[src/sgs_pkg.sv]
// Purpose: Shared constants and types for the parameter bank selector
// Assumes: One system clock, asynchronous active-low reset
// Notes: Bank indices are zero based, index 0 is bank one

package sgs_pkg;

   // Bank count and elaboration limit
   localparam int BANK_NUM = 8;
   localparam int BANK_MAX = 16;

   // Reset value of the active bank index (bank one)
   localparam int ACT_RST = 0;

   // Selector code meaning "no bank requested"
   localparam int SEL_NONE = 0;

   // Reset value of the previous-enable mask (only bank one enabled)
   localparam int EN_RST = 1;

   // Operating modes of the selector
   typedef enum logic [1:0] {
      SGS_SINGLE,
      SGS_AUTO,
      SGS_FORCE
   } sgs_mode_t;

endpackage : sgs_pkg

[src/sgs_selector.sv]
// Purpose: Chooses one of the parameter banks from requests, remote and override
// Assumes: Inputs synchronous to ref_clk; remote_stb is a one-cycle strobe
// Notes: Index 0 is bank one, the highest priority
//
// How it works
// Eight bank requests ranked by fixed priority; bank one highest wins collisions.
// Bank one held high blocks every other bank request.
// Any held request blocks lower banks; higher banks still accepted.
// Bank eight held level suppresses nothing.
// Requests work as short pulses or as held levels.
// Forced change only with override enabled and an enabled target bank.
// Override enable masks automatic control until cleared.
// Forced bank acts as a pulse; it stays after release without requests.
// Held request levels at override release take over the selection.
// Remote change refused while a higher bank request is held.
// Used-bank count enables bank one up to all; new banks load defaults.
// Active bank index is readable; bank one after reset.
// Override select is none or a bank; it wins once enabled.
// Host sets override enable before forcing; it resets disabled.
// A pulse-activated bank stays until another bank is activated.
// With only bank one enabled the selector idles on bank one.
// Evaluated each cycle; active bank registered one cycle later.

`timescale 1ns/1ps

module sgs_selector
   import sgs_pkg::*;
#(
   parameter int NBANK = BANK_NUM,
   localparam int IW = $clog2(NBANK),
   localparam int SW = $clog2(NBANK + 1)
) (
   input wire logic ref_clk,
   input wire logic rst_n,
   input wire logic [NBANK-1:0] bank_req,
   input wire logic [IW-1:0] used_banks,
   input wire logic override_en,
   input wire logic [SW-1:0] override_sel,
   input wire logic remote_stb,
   input wire logic [SW-1:0] remote_sel,
   output logic [IW-1:0] active_bank,
   output logic [NBANK-1:0] active_onehot,
   output logic [NBANK-1:0] bank_enabled,
   output logic [NBANK-1:0] bank_load_default,
   output logic remote_reject,
   output logic override_reject
);

   // Refuse bank counts the index widths cannot serve
   if (NBANK < 2 || NBANK > BANK_MAX) begin : g_chk
      $error("sgs_selector: NBANK out of range");
   end

   // Lowest set index wins, which is the highest priority
   function automatic logic [IW:0] pri_first(input logic [NBANK-1:0] m);
      logic [IW:0] r;
      r = '0;
      for (int i = NBANK - 1; i >= 0; i--) begin
         if (m[i]) begin
            r = {1'b1, IW'(i)};
         end
      end
      return r;
   endfunction : pri_first

   sgs_mode_t state_ff;
   sgs_mode_t nxt_state;
   logic [IW-1:0] act_ff;
   logic [IW-1:0] nxt_act;
   logic [NBANK-1:0] onehot_ff;
   logic [NBANK-1:0] nxt_onehot;
   logic [NBANK-1:0] req_prev_ff;
   logic [NBANK-1:0] en_prev_ff;
   logic [NBANK-1:0] load_ff;
   logic rrej_ff;
   logic frej_ff;

   wire [NBANK-1:0] en_mask;
   wire [NBANK-1:0] req_lvl;
   wire [NBANK-1:0] rise;
   wire [NBANK-1:0] blk;
   wire [NBANK-1:0] acc;
   wire [IW:0] win_hit;
   wire [IW:0] lvl_hit;
   wire win_any;
   wire [IW-1:0] win_idx;
   wire lvl_any;
   wire [IW-1:0] lvl_idx;
   wire single;
   wire rel_take;
   wire auto_go;
   wire act_ok;
   wire fsel_ok;
   wire [IW-1:0] f_idx;
   wire rsel_ok;
   wire [IW-1:0] r_idx;
   wire higher_busy;
   wire remote_ok;
   wire remote_win;

   // Enable mask, suppression chain and one-hot decode per bank
   for (genvar g = 0; g < NBANK; g++) begin : g_bank
      assign en_mask[g] = (IW'(g) <= used_banks);
      assign nxt_onehot[g] = (nxt_act == IW'(g));
      if (g == 0) begin : g_top
         assign blk[g] = 1'b0;
      end else begin : g_low
         // Any held level above blocks this bank; bank eight blocks no one
         assign blk[g] = blk[g-1] | req_lvl[g-1];
      end
   end

   // Request qualification: levels suppress, edges activate
   assign req_lvl = bank_req & en_mask;
   assign rise = req_lvl & ~req_prev_ff;
   assign acc = rise & ~blk;
   assign win_hit = pri_first(acc);
   assign win_any = win_hit[IW];
   assign win_idx = win_hit[IW-1:0];
   assign lvl_hit = pri_first(req_lvl);
   assign lvl_any = lvl_hit[IW];
   assign lvl_idx = lvl_hit[IW-1:0];

   // Mode qualifiers
   assign single = (used_banks == '0);
   assign rel_take = (state_ff == SGS_FORCE) && !override_en && lvl_any;
   assign auto_go = !single && !override_en;
   assign act_ok = (act_ff <= used_banks);

   // Forced target must be a real, enabled bank
   assign fsel_ok = (override_sel != SW'(SEL_NONE)) && (override_sel <= SW'(used_banks) + SW'(1));
   assign f_idx = IW'(override_sel - SW'(1));

   // Remote target check against held higher-priority levels
   assign rsel_ok = (remote_sel != SW'(SEL_NONE)) && (remote_sel <= SW'(used_banks) + SW'(1));
   assign r_idx = IW'(remote_sel - SW'(1));
   assign higher_busy = lvl_any && (lvl_idx < r_idx);
   assign remote_ok = remote_stb && rsel_ok && !higher_busy && auto_go;
   assign remote_win = remote_ok && (!win_any || (r_idx < win_idx));

   // Mode selection; override dominates automatic control
   always_comb begin
      if (single) begin
         nxt_state = SGS_SINGLE;
      end else if (override_en) begin
         nxt_state = SGS_FORCE;
      end else begin
         nxt_state = SGS_AUTO;
      end
   end

   // Next active bank; dropped banks fall back to bank one
   always_comb begin
      nxt_act = act_ff;
      case (nxt_state)
         SGS_SINGLE: begin
            nxt_act = IW'(ACT_RST);
         end
         SGS_FORCE: begin
            if (fsel_ok) begin
               nxt_act = f_idx;
            end else if (!act_ok) begin
               nxt_act = IW'(ACT_RST);
            end
         end
         SGS_AUTO: begin
            if (rel_take) begin
               nxt_act = lvl_idx;
            end else if (remote_win) begin
               nxt_act = r_idx;
            end else if (win_any) begin
               nxt_act = win_idx;
            end else if (!act_ok) begin
               nxt_act = IW'(ACT_RST);
            end
            // Otherwise hold: pulses and released overrides persist
         end
         default: begin
            nxt_act = IW'(ACT_RST);
         end
      endcase
   end

   // Mode and active bank registers
   always_ff @(posedge ref_clk or negedge rst_n) begin
      if (!rst_n) begin
         state_ff <= SGS_SINGLE;
         act_ff <= IW'(ACT_RST);
         onehot_ff <= NBANK'(EN_RST);
      end else begin
         state_ff <= nxt_state;
         act_ff <= nxt_act;
         onehot_ff <= nxt_onehot;
      end
   end

   // Edge history; a level held through reset counts as a fresh edge
   always_ff @(posedge ref_clk or negedge rst_n) begin
      if (!rst_n) begin
         req_prev_ff <= '0;
      end else begin
         req_prev_ff <= req_lvl;
      end
   end

   // Newly enabled banks get a one-cycle default-load pulse
   always_ff @(posedge ref_clk or negedge rst_n) begin
      if (!rst_n) begin
         en_prev_ff <= NBANK'(EN_RST);
         load_ff <= '0;
      end else begin
         en_prev_ff <= en_mask;
         load_ff <= en_mask & ~en_prev_ff;
      end
   end

   // Refusal flags: remote is a pulse, override refusal a level
   always_ff @(posedge ref_clk or negedge rst_n) begin
      if (!rst_n) begin
         rrej_ff <= 1'b0;
         frej_ff <= 1'b0;
      end else begin
         rrej_ff <= remote_stb && !remote_ok;
         frej_ff <= override_en && !single && (override_sel != SW'(SEL_NONE)) && !fsel_ok;
      end
   end

   // Output drive, all from flip-flops
   assign active_bank = act_ff;
   assign active_onehot = onehot_ff;
   assign bank_enabled = en_prev_ff;
   assign bank_load_default = load_ff;
   assign remote_reject = rrej_ff;
   assign override_reject = frej_ff;
endmodule : sgs_selector

[config.mk]
export PLATFORM = sky130hd
export DESIGN_NAME = sgs_selector
export DESIGN_NICKNAME = d
export VERILOG_FILES = /design/src/sgs_pkg.sv /design/src/sgs_selector.sv
export SDC_FILE = /design/constraint.sdc
export NUM_CORES = 1
export LEC_CHECK = 0
export BUFFER_PORTS_ARGS = -buffer_cell sky130_fd_sc_hd__clkbuf_2
export CORE_UTILIZATION = 45
export DETAILED_ROUTE_END_ITERATION = 12
export MAX_ROUTING_LAYER = met4
export PLACE_DENSITY = 0.71
export RECOVER_POWER = 100
export SYNTH_ARGS = -nofsm -noshare
export SYNTH_HDL_FRONTEND = slang
export SYNTH_SLANG_ARGS = --single-unit
[constraint.sdc]
create_clock -name ref_clk -period 2.51 [get_ports ref_clk]
set_clock_uncertainty 0.05 [all_clocks]
set_input_delay 0.502 -clock ref_clk [delete_from_list [all_inputs] [get_ports ref_clk]]
set_output_delay 0.502 -clock ref_clk [all_outputs]
set_load 0.01 [all_outputs]
==> impl_metrics.json, run 1 <==
{
  "yosysUniqueCellTypes": 54,
  "violations": "capacitance limit, slew limit, setup timing",
  "total_power_w": 0.00191,
  "max_freq_mhz": 283,
  "cp_slowest_cell": "sky130_fd_sc_hd__ha_1",
  "synth_top_area_share_pct": 39.2,
  "report.final.setup_viol": 12,
  "timing.slew.headroom_pct": -35.2,
  "route.detailed.wl_per_inst_microns": 17.6,
  "clkLatencyLatePin_ns": 0.30,
  "cts_tree": "done",
  "io-pin-count": 52,
  "placement_rows": 26,
  "grt_pass1_vias": 2455,
  "number_of_detailed_route_iterations_in_the_first_pass": 5,
  "crit_start_category": "input pin",
  "synth_enable_flop_cells": 0,
  "max-vdd-ir-drop_mv": 0.327,
  "count_of_buffer_and_inverter_cells_on_the_critical_path": 5,
  "proportion_of_synthesized_flip_flops_having_asynchronous_set_or_reset_pct": 100,
  "worst_slack_ns": -1.02,
  "syn_inst_count": 235,
  "hpwl_microns": 4760,
  "timing.final.hold_violations": 0,
  "cellPowerDensity_nw_per_um2": 500,
  "synth-seq-cells": 39,
  "vias_per_cell": 5.61,
  "final_antenna_net_count": 0,
  "fillCellCount": 351,
  "maximum_number_of_pins_on_one_net_before_global_route_repair": 40,
  "initial_core_util_pct": 46.6,
  "syn-mean-instance-area_sq_um": 10.1,
  "finalWirelength_microns": 8020,
  "overflow_left_after_global_routing": 0,
  "synth_fp_nets": 279,
  "finalWorstPathRequiredPeriod_ns": 3.53,
  "routed-via-count": 2565,
  "synth.yosys.warnings": 0,
  "number_of_antenna_diodes": 0,
  "worst_path_most_repeated_cell": "sky130_fd_sc_hd__a21oi_2",
  "cp-end-kind": "flip-flop",
  "worst_pin_slew_ns": 2.03,
  "die_height_microns": 74.5,
  "syn_to_final_growth_pct": 61.6,
  "gpl.final_weighted_congestion": 0.935,
  "net_count_of_the_finished_layout": 430,
  "holdCritPathClass": "reg -> reg",
  "status": "complete, but fails checks",
  "dieArea_sq_um": 5550,
  "synth_top_area_cell": "sky130_fd_sc_hd__dfrtp_1",
  "required_time_worst_endpoint_ns": 2.66,
  "core_sq_um": 5070,
  "path_max_fanout": 4,
  "number_of_antenna_violations_at_the_first_check_in_global_routing": 0,
  "syn_area_sq_um": 2360,
  "worst_hold_slack_ns": 0.367,
  "grt_first_pass_wirelength_microns": 11900,
  "cts_num_sinks": 39,
  "drc": 0,
  "ctsRootBufferMaster": "sky130_fd_sc_hd__clkbuf_8",
  "io_buffer_count": 51,
  "min_period_over_period_pct": 141,
  "timing.max_cap.violations": 1,
  "worstPathCellList": "clkbuf_16 -> clkinvlp_4 -> buf_4 -> ha_4 -> a21oi_4 -> o211ai_1 -> a211oi_2 -> nor2_2 -> ha_1 -> a21o_1 -> a21oi_2 -> o41a_1 -> a21oi_2 -> buf_6 -> o2111ai_4 -> nand3_4 -> buf_12 -> nor4_4",
  "critPathArrivalTime_ns": 3.68,
  "synth_seq_area_share_pct": 41.4,
  "tritoncts.num_buffers": 5,
  "worst_setup_hold_path_clk_slew_ns": 0.07,
  "cts_buffer_depth": 2,
  "critical_path.max_stage_delay_ns": 0.31,
  "criticalPathCategory": "in -> reg",
  "rsz0062_at_grt": "true",
  "power_leakage_nw": 1.79,
  "timing_max_transition_violations_final": 40,
  "kind_of_cell_with_the_highest_combined_delay_on_the_critical_path": "compound AO/OA/AOI/OAI gates",
  "synthTopCellsByArea": "sky130_fd_sc_hd__dfrtp_1, sky130_fd_sc_hd__ha_1, sky130_fd_sc_hd__inv_1",
  "number_of_violations_reported_at_the_end_of_detailed_routing_iteration_0": 158,
  "top_ff_cell_synth": "sky130_fd_sc_hd__dfrtp_1",
  "cts.htree.levels": 2,
  "fraction_of_layout_cells_with_a_size_suffix_above_1_pct": 47.5,
  "postCtsHoldBufs": 0,
  "grt_use_total_pct": 30.1,
  "die_w_microns": 74.5
}
flip-flops by register name, summed over array words and instances, names as in the netlist:
signal	count
bank_enabled	8
active_bank	3
active_onehot	8
remote_reject	1
state_ff	2
req_prev_ff	8
override_reject	1
bank_load_default	8
area by class of cell:
| class | instances | area [sq um] | share of cell area [%] |
|---|---|---|---|
| inverter | 24 | 96.3 | 2.52 |
| multi-input combinational | 167 | 1550 | 40.7 |
| clock inverter | 2 | 12.5 | 0.328 |
| sequential | 39 | 978 | 25.6 |
| tap | 70 | 87.6 | 2.29 |
| clock buffer | 6 | 72.6 | 1.90 |
| timing repair buffer | 149 | 1020 | 26.6 |
cells by family (layout without fill, tap and decap cells):
logic type / count (synthesis) / after routing / synth area share (%)
flip-flops: 39 / 39 / 41.4
adder cells (fa/ha/maj): 21 / 21 / 11.1
XOR/XNOR: 2 / 2 / 0.741
multiplexers: 1 / 1 / 0.476
AO/OA/AOI/OAI: 65 / 65 / 22.9
buffers and inverters: 29 / 181 / 5.61
AND/OR/NAND/NOR: 78 / 78 / 17.8
worst paths after layout:
kind	from	end	slack (ns)	cells after the start
max in group asynchronous	rst_n	bank_load_default[1]$_DFF_PN0_	0.53	1
setup reg to reg	req_prev_ff[6]$_DFF_PN0_	active_onehot[6]$_DFF_PN0_	-0.59	13
hold / removal	bank_enabled[4]$_DFF_PN0_	bank_load_default[4]$_DFF_PN0_	0.37	1
setup / recovery	used_banks[0]	active_onehot[6]$_DFF_PN0_	-1.02	18
min in group asynchronous	rst_n	req_prev_ff[5]$_DFF_PN0_	0.72	1
hold reg to reg	bank_enabled[4]$_DFF_PN0_	bank_load_default[4]$_DFF_PN0_	0.37	1
power breakdown:
| part | total (W) | internal (W) | switching [W] | leakage (nW) |
|---|---|---|---|---|
| clock | 0.000425 | 0.000194 | 0.000231 | 0.0412 |
| combinational | 0.000776 | 0.000357 | 0.000419 | 1.26 |
| sequential | 0.000708 | 0.000684 | 0.0000236 | 0.495 |
| total | 0.00191 | 0.00124 | 0.000674 | 1.79 |
through the flow:
| stage | TNS [ns] | std cells | utilization, % | setup WS, ns | area, sq um |
|---|---|---|---|---|---|
| 2_1_floorplan | -9.58 | 235 | - | -0.917 | 2460 |
| 5_1_grt | -12.08 | 457 | 75.2 | -1.11 | 3820 |
| 3_3_place_gp | -12.34 | 414 | 63.5 | -1.13 | 3220 |
| 6_report | -10.91 | 457 | 75.2 | -1.02 | 3820 |
| 4_1_cts | -8.01 | 448 | 73.5 | -0.765 | 3730 |
| 3_5_place_dp | -12.68 | 414 | 63.5 | -1.23 | 3220 |
synth_stat cells (all sizes together), types with 7 or more instances:
master,instances
nor3,9
ha,21
nor2,21
o21ai,9
inv,24
and2,7
dfrtp,37
a211oi,8
nand2,13
a21oi,16
cell usage in the layout (no fill, tap or decap), types with 3 or more instances in the layout:
master,instances
sky130_fd_sc_hd__buf_6,7
sky130_fd_sc_hd__ha_1,17
sky130_fd_sc_hd__nor3_4,3
sky130_fd_sc_hd__inv_1,21
sky130_fd_sc_hd__nand3_1,4
sky130_fd_sc_hd__a211oi_2,7
sky130_fd_sc_hd__nand4_1,5
sky130_fd_sc_hd__nand2_1,13
sky130_fd_sc_hd__nor2_2,3
sky130_fd_sc_hd__dfrtp_1,37
sky130_fd_sc_hd__clkbuf_1,30
sky130_fd_sc_hd__nor3_1,5
sky130_fd_sc_hd__or3_1,3
sky130_fd_sc_hd__nor2b_1,5
sky130_fd_sc_hd__a21oi_1,11
sky130_fd_sc_hd__nor4_4,4
sky130_fd_sc_hd__buf_4,87
sky130_fd_sc_hd__and2_1,3
sky130_fd_sc_hd__o211a_1,3
sky130_fd_sc_hd__a21oi_2,3
sky130_fd_sc_hd__o21ai_0,7
sky130_fd_sc_hd__nor2_1,17
sky130_fd_sc_hd__ha_4,3
sky130_fd_sc_hd__o211ai_1,4
sky130_fd_sc_hd__clkbuf_2,22
sky130_fd_sc_hd__clkbuf_8,6
routing by layer:
layer	global-route usage [%]	vias up	share of wire [%]
li1	-	1159	-
met1	37.7	1234	39
met2	47.0	138	47
met3	5.83	34	8.9
met4	13.4	0	4.4
met5	-	-	0
what timing repair did:
item                       in CTS  in global routing
setup endpoints to repair      12                 13
resized for setup              41                 12
setup buffers                  27                  9
pin swaps                      17                 12
cloned                          0                  0
Note: power is estimated with default switching activity, not from simulation.
==> run 2: changes to the inputs <==
ABC_AREA = 1   (was not set)
CAP_MARGIN = 30   (was not set)
CTS_BUF_LIST = sky130_fd_sc_hd__clkbuf_4 sky130_fd_sc_hd__clkbuf_8   (was not set)
==> run 2 against run 1 <==
Net effect: the flow still finishes with violations (capacitance limit, slew limit, setup timing); core utilization shrank 2.0 points; sequential cell count is the same; first-iteration DRC count shrank 13%; synthesized cell count grew 19%; clock power grew 25%; combinational power shrank 9.9%; synthesized area shrank 0.26%; die area shrank 0.25%; critical endpoint is now active_onehot[2]$_DFF_PN0_.
==> impl_metrics.json, run 2 <==
{
  "number_of_antenna_diodes": 0,
  "synthTopCellsByArea": "sky130_fd_sc_hd__dfrtp_1, sky130_fd_sc_hd__ha_1, sky130_fd_sc_hd__inv_1",
  "finalWirelength_microns": 6510,
  "final_antenna_net_count": 0,
  "finalWorstPathRequiredPeriod_ns": 2.70,
  "crit_start_category": "input pin",
  "initial_core_util_pct": 48.3,
  "clkLatencyLatePin_ns": 0.29,
  "syn_to_final_growth_pct": 51.6,
  "util_after_layout_pct": 73.3,
  "number_of_antenna_violations_at_the_first_check_in_global_routing": 0,
  "max-vdd-ir-drop_mv": 0.259,
  "net_count_of_the_finished_layout": 444,
  "count_of_buffer_and_inverter_cells_on_the_critical_path": 4,
  "synth.yosys.warnings": 0,
  "die_height_microns": 74.4,
  "path_max_fanout": 6,
  "crit_start": "used_banks[1]",
  "cts_num_sinks": 39,
  "drc": 0,
  "worstPathCellList": "clkbuf_16 -> ha_2 -> ha_4 -> nand2_4 -> buf_4 -> nand2_1 -> inv_1 -> a21oi_1 -> ha_1 -> a21oi_1 -> nand3_2 -> nand2_1 -> inv_2 -> nand2_2 -> nand2_2 -> nand3_4 -> nand2_2 -> nand2_4 -> nand2_2 -> nor2_2",
  "syn_area_sq_um": 2360,
  "synth_top_area_cell": "sky130_fd_sc_hd__dfrtp_1",
  "number_of_violations_reported_at_the_end_of_detailed_routing_iteration_0": 137,
  "kind_of_cell_with_the_highest_combined_delay_on_the_critical_path": "simple AND/OR/NAND/NOR gates",
  "cp.depth": 20,
  "synth_fp_nets": 324,
  "final_cell_count_no_fill": 468,
  "worst_setup_hold_path_clk_slew_ns": 0.08,
  "timing.final.hold_violations": 0,
  "min_period_over_period_pct": 108,
  "report.final.setup_viol": 10,
  "power_leakage_nw": 2.05,
  "syn-mean-instance-area_sq_um": 8.42,
  "die_w_microns": 74.4,
  "multiInputGateArea_sq_um": 1370,
  "grt_first_pass_wirelength_microns": 9660,
  "seqCellArea_sq_um": 978,
  "timing.slew.headroom_pct": -37.3,
  "max_freq_mhz": 370,
  "ff2ff_path_depth": 11,
  "worst_path_most_repeated_cell": "sky130_fd_sc_hd__nand2_2",
  "criticalPathCategory": "in -> reg",
  "io_buffer_count": 51,
  "cp-end-kind": "flip-flop",
  "overflow_left_after_global_routing": 0,
  "number_of_detailed_route_iterations_in_the_first_pass": 4,
  "yosysUniqueCellTypes": 30,
  "worstReg2RegStart": "active_bank[2]$_DFF_PN0_",
  "postCtsHoldBufs": 0,
  "required_time_worst_endpoint_ns": 2.68,
  "tritoncts.num_buffers": 5,
  "grt_use_total_pct": 24.2,
  "timing.max_cap.violations": 1,
  "most_frequent_cells_in_the_layout": "sky130_fd_sc_hd__buf_4, sky130_fd_sc_hd__clkbuf_2, sky130_fd_sc_hd__inv_1, sky130_fd_sc_hd__nand2_1, sky130_fd_sc_hd__dfrtp_1",
  "fillCellCount": 373,
  "routed-via-count": 2255,
  "syn_inst_count": 280,
  "tns_ns": -1.43,
  "fraction_of_layout_cells_with_a_size_suffix_above_1_pct": 51.6,
  "top_ff_cell_synth": "sky130_fd_sc_hd__dfrtp_1",
  "dieArea_sq_um": 5530,
  "violations": "capacitance limit, slew limit, setup timing",
  "grt_pass1_vias": 2192,
  "synth_seq_area_share_pct": 41.5,
  "cts.htree.levels": 2,
  "critical_path.reg2reg.endpoint": "active_onehot[2]$_DFF_PN0_",
  "synth_top_area_share_pct": 39.3,
  "placement_rows": 25,
  "place_worst_setup_slack_ns": -0.570,
  "cts_tree": "done",
  "critPathArrivalTime_ns": 2.88,
  "synth_enable_flop_cells": 0,
  "maximum_number_of_pins_on_one_net_before_global_route_repair": 40,
  "cellPowerDensity_nw_per_um2": 545,
  "most_common_cell_after_layout_fill_and_taps_aside": "sky130_fd_sc_hd__buf_4",
  "route.detailed.wl_per_inst_microns": 13.9,
  "io-pin-count": 52,
  "status": "complete, but fails checks",
  "timing_max_transition_violations_final": 40,
  "worst_pin_slew_ns": 2.06,
  "proportion_of_synthesized_flip_flops_having_asynchronous_set_or_reset_pct": 100,
  "synth_top_cells_by_count": "sky130_fd_sc_hd__inv_1, sky130_fd_sc_hd__nand2_1, sky130_fd_sc_hd__dfrtp_1",
  "core_sq_um": 4880,
  "synth-seq-cells": 39,
  "r2r_slack_ns": 0.15,
  "worst_hold_slack_ns": 0.371,
  "ctsRootBufferMaster": "sky130_fd_sc_hd__clkbuf_8",
  "worst_setup_path_endpoint": "active_onehot[2]$_DFF_PN0_",
  "hpwl_microns": 4440,
  "vias_per_cell": 4.82,
  "cts_buffer_depth": 2,
  "critical_path.max_stage_delay_ns": 0.27,
  "place_inst": 447,
  "cp_slowest_cell": "sky130_fd_sc_hd__ha_1",
  "holdCritPathClass": "reg -> reg",
  "rsz0062_at_grt": "true",
  "worst_slack_ns": -0.192,
  "gpl.final_weighted_congestion": 0.948
}
run 2: what timing repair did:
| item | CTS | global route |
|---|---|---|
| resized for setup | 28 | 42 |
| pin swaps | 23 | 21 |
| endpoints found under the setup margin | 11 | 11 |
| setup buffers | 9 | 5 |
run 2: logic make-up (layout without fill, tap and decap cells):
logic type	after synthesis	after routing	synth area share (%)
AND/OR/NAND/NOR	134	134	30.7
buffers and inverters	59	180	9.71
flip-flops	39	39	41.5
AO/OA/AOI/OAI	25	25	6.16
adder cells (fa/ha/maj)	21	21	11.1
XOR/XNOR	2	2	0.743
run 2: power by group:
group / total (W) / internal, W / switching, W
clock: 0.000532 / 0.000319 / 0.000213
sequential: 0.000719 / 0.000691 / 0.0000280
combinational: 0.000699 / 0.000299 / 0.000400
run 2: per-layer routing:
metal / global-route usage [%] / share of wire (%) / up-vias
met1: 29.1 / 42 / 1065
met5: - / 0 / -
li1: - / - / 1108
met4: 10.7 / 2.4 / 0
met3: 2.85 / 3.5 / 15
met2: 40.7 / 52 / 67
run 2: area by class of cell:
type | count | area share [%]
multi-input cells | 182 | 38.3
flip-flops and latches | 39 | 27.4
repair buffers | 114 | 22.0
inverters | 58 | 6.86
clock buffers | 7 | 2.35
well taps | 67 | 2.35
clock inverters | 1 | 0.840
run 2: worst min path at each step:
stage	end	depth (start not counted)	startpoint
floorplan	active_bank[0]$_DFF_PN0_	0	rst_n
global placement	bank_load_default[1]$_DFF_PN0_	1	bank_enabled[1]$_DFF_PN0_
detailed placement	bank_load_default[4]$_DFF_PN0_	1	bank_enabled[4]$_DFF_PN0_
CTS	bank_load_default[2]$_DFF_PN0_	2	rst_n
global route	bank_load_default[1]$_DFF_PN0_	1	bank_enabled[1]$_DFF_PN0_
finish	bank_load_default[7]$_DFF_PN0_	1	bank_enabled[7]$_DFF_PN0_
run 2: metrics by stage:
step | instance area (sq um) | power (W)
4_1_cts | 3390 | 0.00184
3_5_place_dp | 3090 | 0.00127
5_1_grt | 3570 | 0.00207
2_1_floorplan | 2380 | 0.00104
6_report | 3570 | 0.00195
3_3_place_gp | 3090 | 0.00125
run 2: worst register-to-register path: stages, from the launching register on:
cell and delay, ns:
sky130_fd_sc_hd__dfrtp_1 0.43, sky130_fd_sc_hd__ha_1 0.32, sky130_fd_sc_hd__nand2_1 0.07, sky130_fd_sc_hd__o21ai_0 0.32
sky130_fd_sc_hd__nand2_1 0.19, sky130_fd_sc_hd__o21ai_0 0.32, sky130_fd_sc_hd__nand2_1 0.12, sky130_fd_sc_hd__nand3_2 0.08
sky130_fd_sc_hd__nand2_2 0.07, sky130_fd_sc_hd__nand2_4 0.14, sky130_fd_sc_hd__buf_6 0.12, sky130_fd_sc_hd__nor2_2 0.03
==> run 3: changes to the inputs <==
CORE_ASPECT_RATIO = 0.6   (was not set)
==> run 3 against run 2 <==
Net effect: the run still ends with capacitance limit, slew limit, setup timing left; clock power shrank 18%; sequential power shrank 0.6%; final cell count shrank 0.64%; die area grew 0.17%; wire length grew 6.0%; cell area shrank 0.56%; critical path depth grew 3; fmax shrank 3.7%; global-route usage grew 1.1 points; first-iteration DRC count shrank 14%; sequential share of layout area grew 0.15 points; largest power group unchanged.
==> impl_metrics.json, run 3 (synthesis results as in run 2) <==
{
  "status": "complete, but fails checks",
  "violations": "capacitance limit, slew limit, setup timing",
  "dieArea_sq_um": 5540,
  "die_height_microns": 58.1,
  "timing_max_transition_violations_final": 40,
  "tns_ns": -2.42,
  "critPathArrivalTime_ns": 2.98,
  "route.detailed.wl_per_inst_microns": 14.8,
  "cp-end-kind": "flip-flop",
  "io_buffer_count": 51,
  "most_common_cell_after_layout_fill_and_taps_aside": "sky130_fd_sc_hd__buf_4",
  "cell_area_after_placement_sq_um": 3070,
  "vias_per_cell": 4.90,
  "post-route-cell-area_sq_um": 3550,
  "postCtsHoldBufs": 0,
  "number_of_detailed_route_iterations_in_the_first_pass": 4,
  "routed-via-count": 2278,
  "cts_num_sinks": 39,
  "holdCritPathClass": "reg -> reg",
  "max-vdd-ir-drop_mv": 0.329,
  "required_time_worst_endpoint_ns": 2.68,
  "cts_tree": "done",
  "most_frequent_cells_in_the_layout": "sky130_fd_sc_hd__buf_4, sky130_fd_sc_hd__clkbuf_2, sky130_fd_sc_hd__inv_1, sky130_fd_sc_hd__nand2_1, sky130_fd_sc_hd__dfrtp_1",
  "worst_setup_hold_path_clk_slew_ns": 0.08,
  "placement_rows": 19,
  "number_of_antenna_diodes": 0,
  "worst_slack_ns": -0.296,
  "overflow_left_after_global_routing": 0,
  "min_period_over_period_pct": 112,
  "core_sq_um": 4800,
  "timing.max_cap.violations": 1,
  "finalWorstPathRequiredPeriod_ns": 2.81,
  "cts.htree.levels": 2,
  "syn_to_final_growth_pct": 50.8,
  "grt_first_pass_wirelength_microns": 10100,
  "path_max_fanout": 6,
  "cellPowerDensity_nw_per_um2": 522,
  "io-pin-count": 52,
  "total_power_w": 0.00186,
  "net_count_of_the_finished_layout": 445,
  "place_worst_setup_slack_ns": -0.651,
  "criticalPathCategory": "in -> reg",
  "timing.slew.headroom_pct": -37.4,
  "gpl.final_weighted_congestion": 0.869,
  "cts_buffer_depth": 2,
  "initial_core_util_pct": 49.1,
  "timing.final.hold_violations": 0,
  "die_w_microns": 95.4,
  "fraction_of_layout_cells_with_a_size_suffix_above_1_pct": 50.2,
  "report.final.setup_viol": 11,
  "final_cell_count_no_fill": 465,
  "finalWirelength_microns": 6900,
  "number_of_antenna_violations_at_the_first_check_in_global_routing": 0,
  "drc": 0,
  "tritoncts.num_buffers": 5,
  "max_freq_mhz": 356,
  "power_leakage_nw": 2.06,
  "clkLatencyLatePin_ns": 0.29,
  "place_inst": 442,
  "worst_pin_slew_ns": 2.06,
  "fillCellCount": 358,
  "grt_pass1_vias": 2214,
  "final_antenna_net_count": 0,
  "rsz0062_at_grt": "true",
  "crit_start_category": "input pin",
  "maximum_number_of_pins_on_one_net_before_global_route_repair": 40,
  "hpwl_microns": 4810,
  "grt_use_total_pct": 25.4,
  "number_of_violations_reported_at_the_end_of_detailed_routing_iteration_0": 118,
  "ctsRootBufferMaster": "sky130_fd_sc_hd__clkbuf_8"
}
[run 3: cell types whose count changed in the layout (fill, tap and decap cells not counted), sizes merged]
cell	before	now
buf	62	63
clkinvlp	0	1
clkbuf	59	58
clkinv	0	1
bufinv	1	0
[run 3: final timing paths]
kind	from	endpoint	slack, ns	cells after the start
max in group asynchronous	rst_n	bank_load_default[0]$_DFF_PN0_	0.39	2
hold / removal	bank_enabled[1]$_DFF_PN0_	bank_load_default[1]$_DFF_PN0_	0.37	1
setup / recovery	used_banks[0]	active_onehot[4]$_DFF_PN0_	-0.30	23
min in group asynchronous	rst_n	bank_load_default[2]$_DFF_PN0_	0.83	2
hold reg to reg	bank_enabled[1]$_DFF_PN0_	bank_load_default[1]$_DFF_PN0_	0.37	1
setup reg to reg	req_prev_ff[6]$_DFF_PN0_	active_onehot[4]$_DFF_PN0_	0.27	14
[run 3: area by class of cell]
cell class	count	area [sq um]	area share (%)
clock buffers	6	76.3	2.15
clock inverters	2	12.5	0.352
inverters	58	240	6.76
multi-input cells	182	1380	38.8
flip-flops and latches	39	978	27.5
well taps	63	78.8	2.22
repair buffers	115	790	22.2
[run 3: what timing repair did]
action                     CTS  global route
setup endpoints to repair   11            11
resized for setup           25            42
pin swaps                   27            32
gates cloned                 0             0
buffers inserted            11             4
[run 3: routing by layer]
metal  up-vias  share of wire, %  GRT usage, %
met2        95                44          38.4
met1      1054                45          34.9
met5         -                 0             -
met3        15               8.8          4.72
li1       1114                 -             -
met4         0               1.8          7.04
[run 3: worst max-delay path, cell delays in order]
cell and delay, ns:
sky130_fd_sc_hd__clkbuf_16 0.13, sky130_fd_sc_hd__inv_8 0.04, sky130_fd_sc_hd__ha_4 0.16, sky130_fd_sc_hd__inv_4 0.06
sky130_fd_sc_hd__nand3_4 0.09, sky130_fd_sc_hd__nand2_4 0.11, sky130_fd_sc_hd__nand2_4 0.07, sky130_fd_sc_hd__nor2_8 0.12
sky130_fd_sc_hd__inv_4 0.05, sky130_fd_sc_hd__nor2_4 0.15, sky130_fd_sc_hd__o21ai_4 0.09, sky130_fd_sc_hd__nand3_2 0.11
sky130_fd_sc_hd__inv_2 0.06, sky130_fd_sc_hd__ha_4 0.23, sky130_fd_sc_hd__a21oi_2 0.15, sky130_fd_sc_hd__nand2_2 0.09
sky130_fd_sc_hd__nand2_4 0.11, sky130_fd_sc_hd__nand2_4 0.08, sky130_fd_sc_hd__nand2_4 0.08, sky130_fd_sc_hd__nand3_4 0.09
sky130_fd_sc_hd__a21oi_4 0.20, sky130_fd_sc_hd__nand2_2 0.08, sky130_fd_sc_hd__nor2_1 0.12
[run 3: stage by stage]
step,utilization (%),hold slack [ns]
after CTS,70.0,0.228
after detailed placement,64.0,0.361
after global routing,74.0,0.393
final,74.0,0.372
after global placement,64.0,0.360
after floorplan,-,0.156
[run 3: power breakdown]
part           internal [W]  switching [W]  total [W]
sequential         0.000690      0.0000249   0.000715
combinational      0.000299       0.000405   0.000704
clock              0.000205       0.000232   0.000437
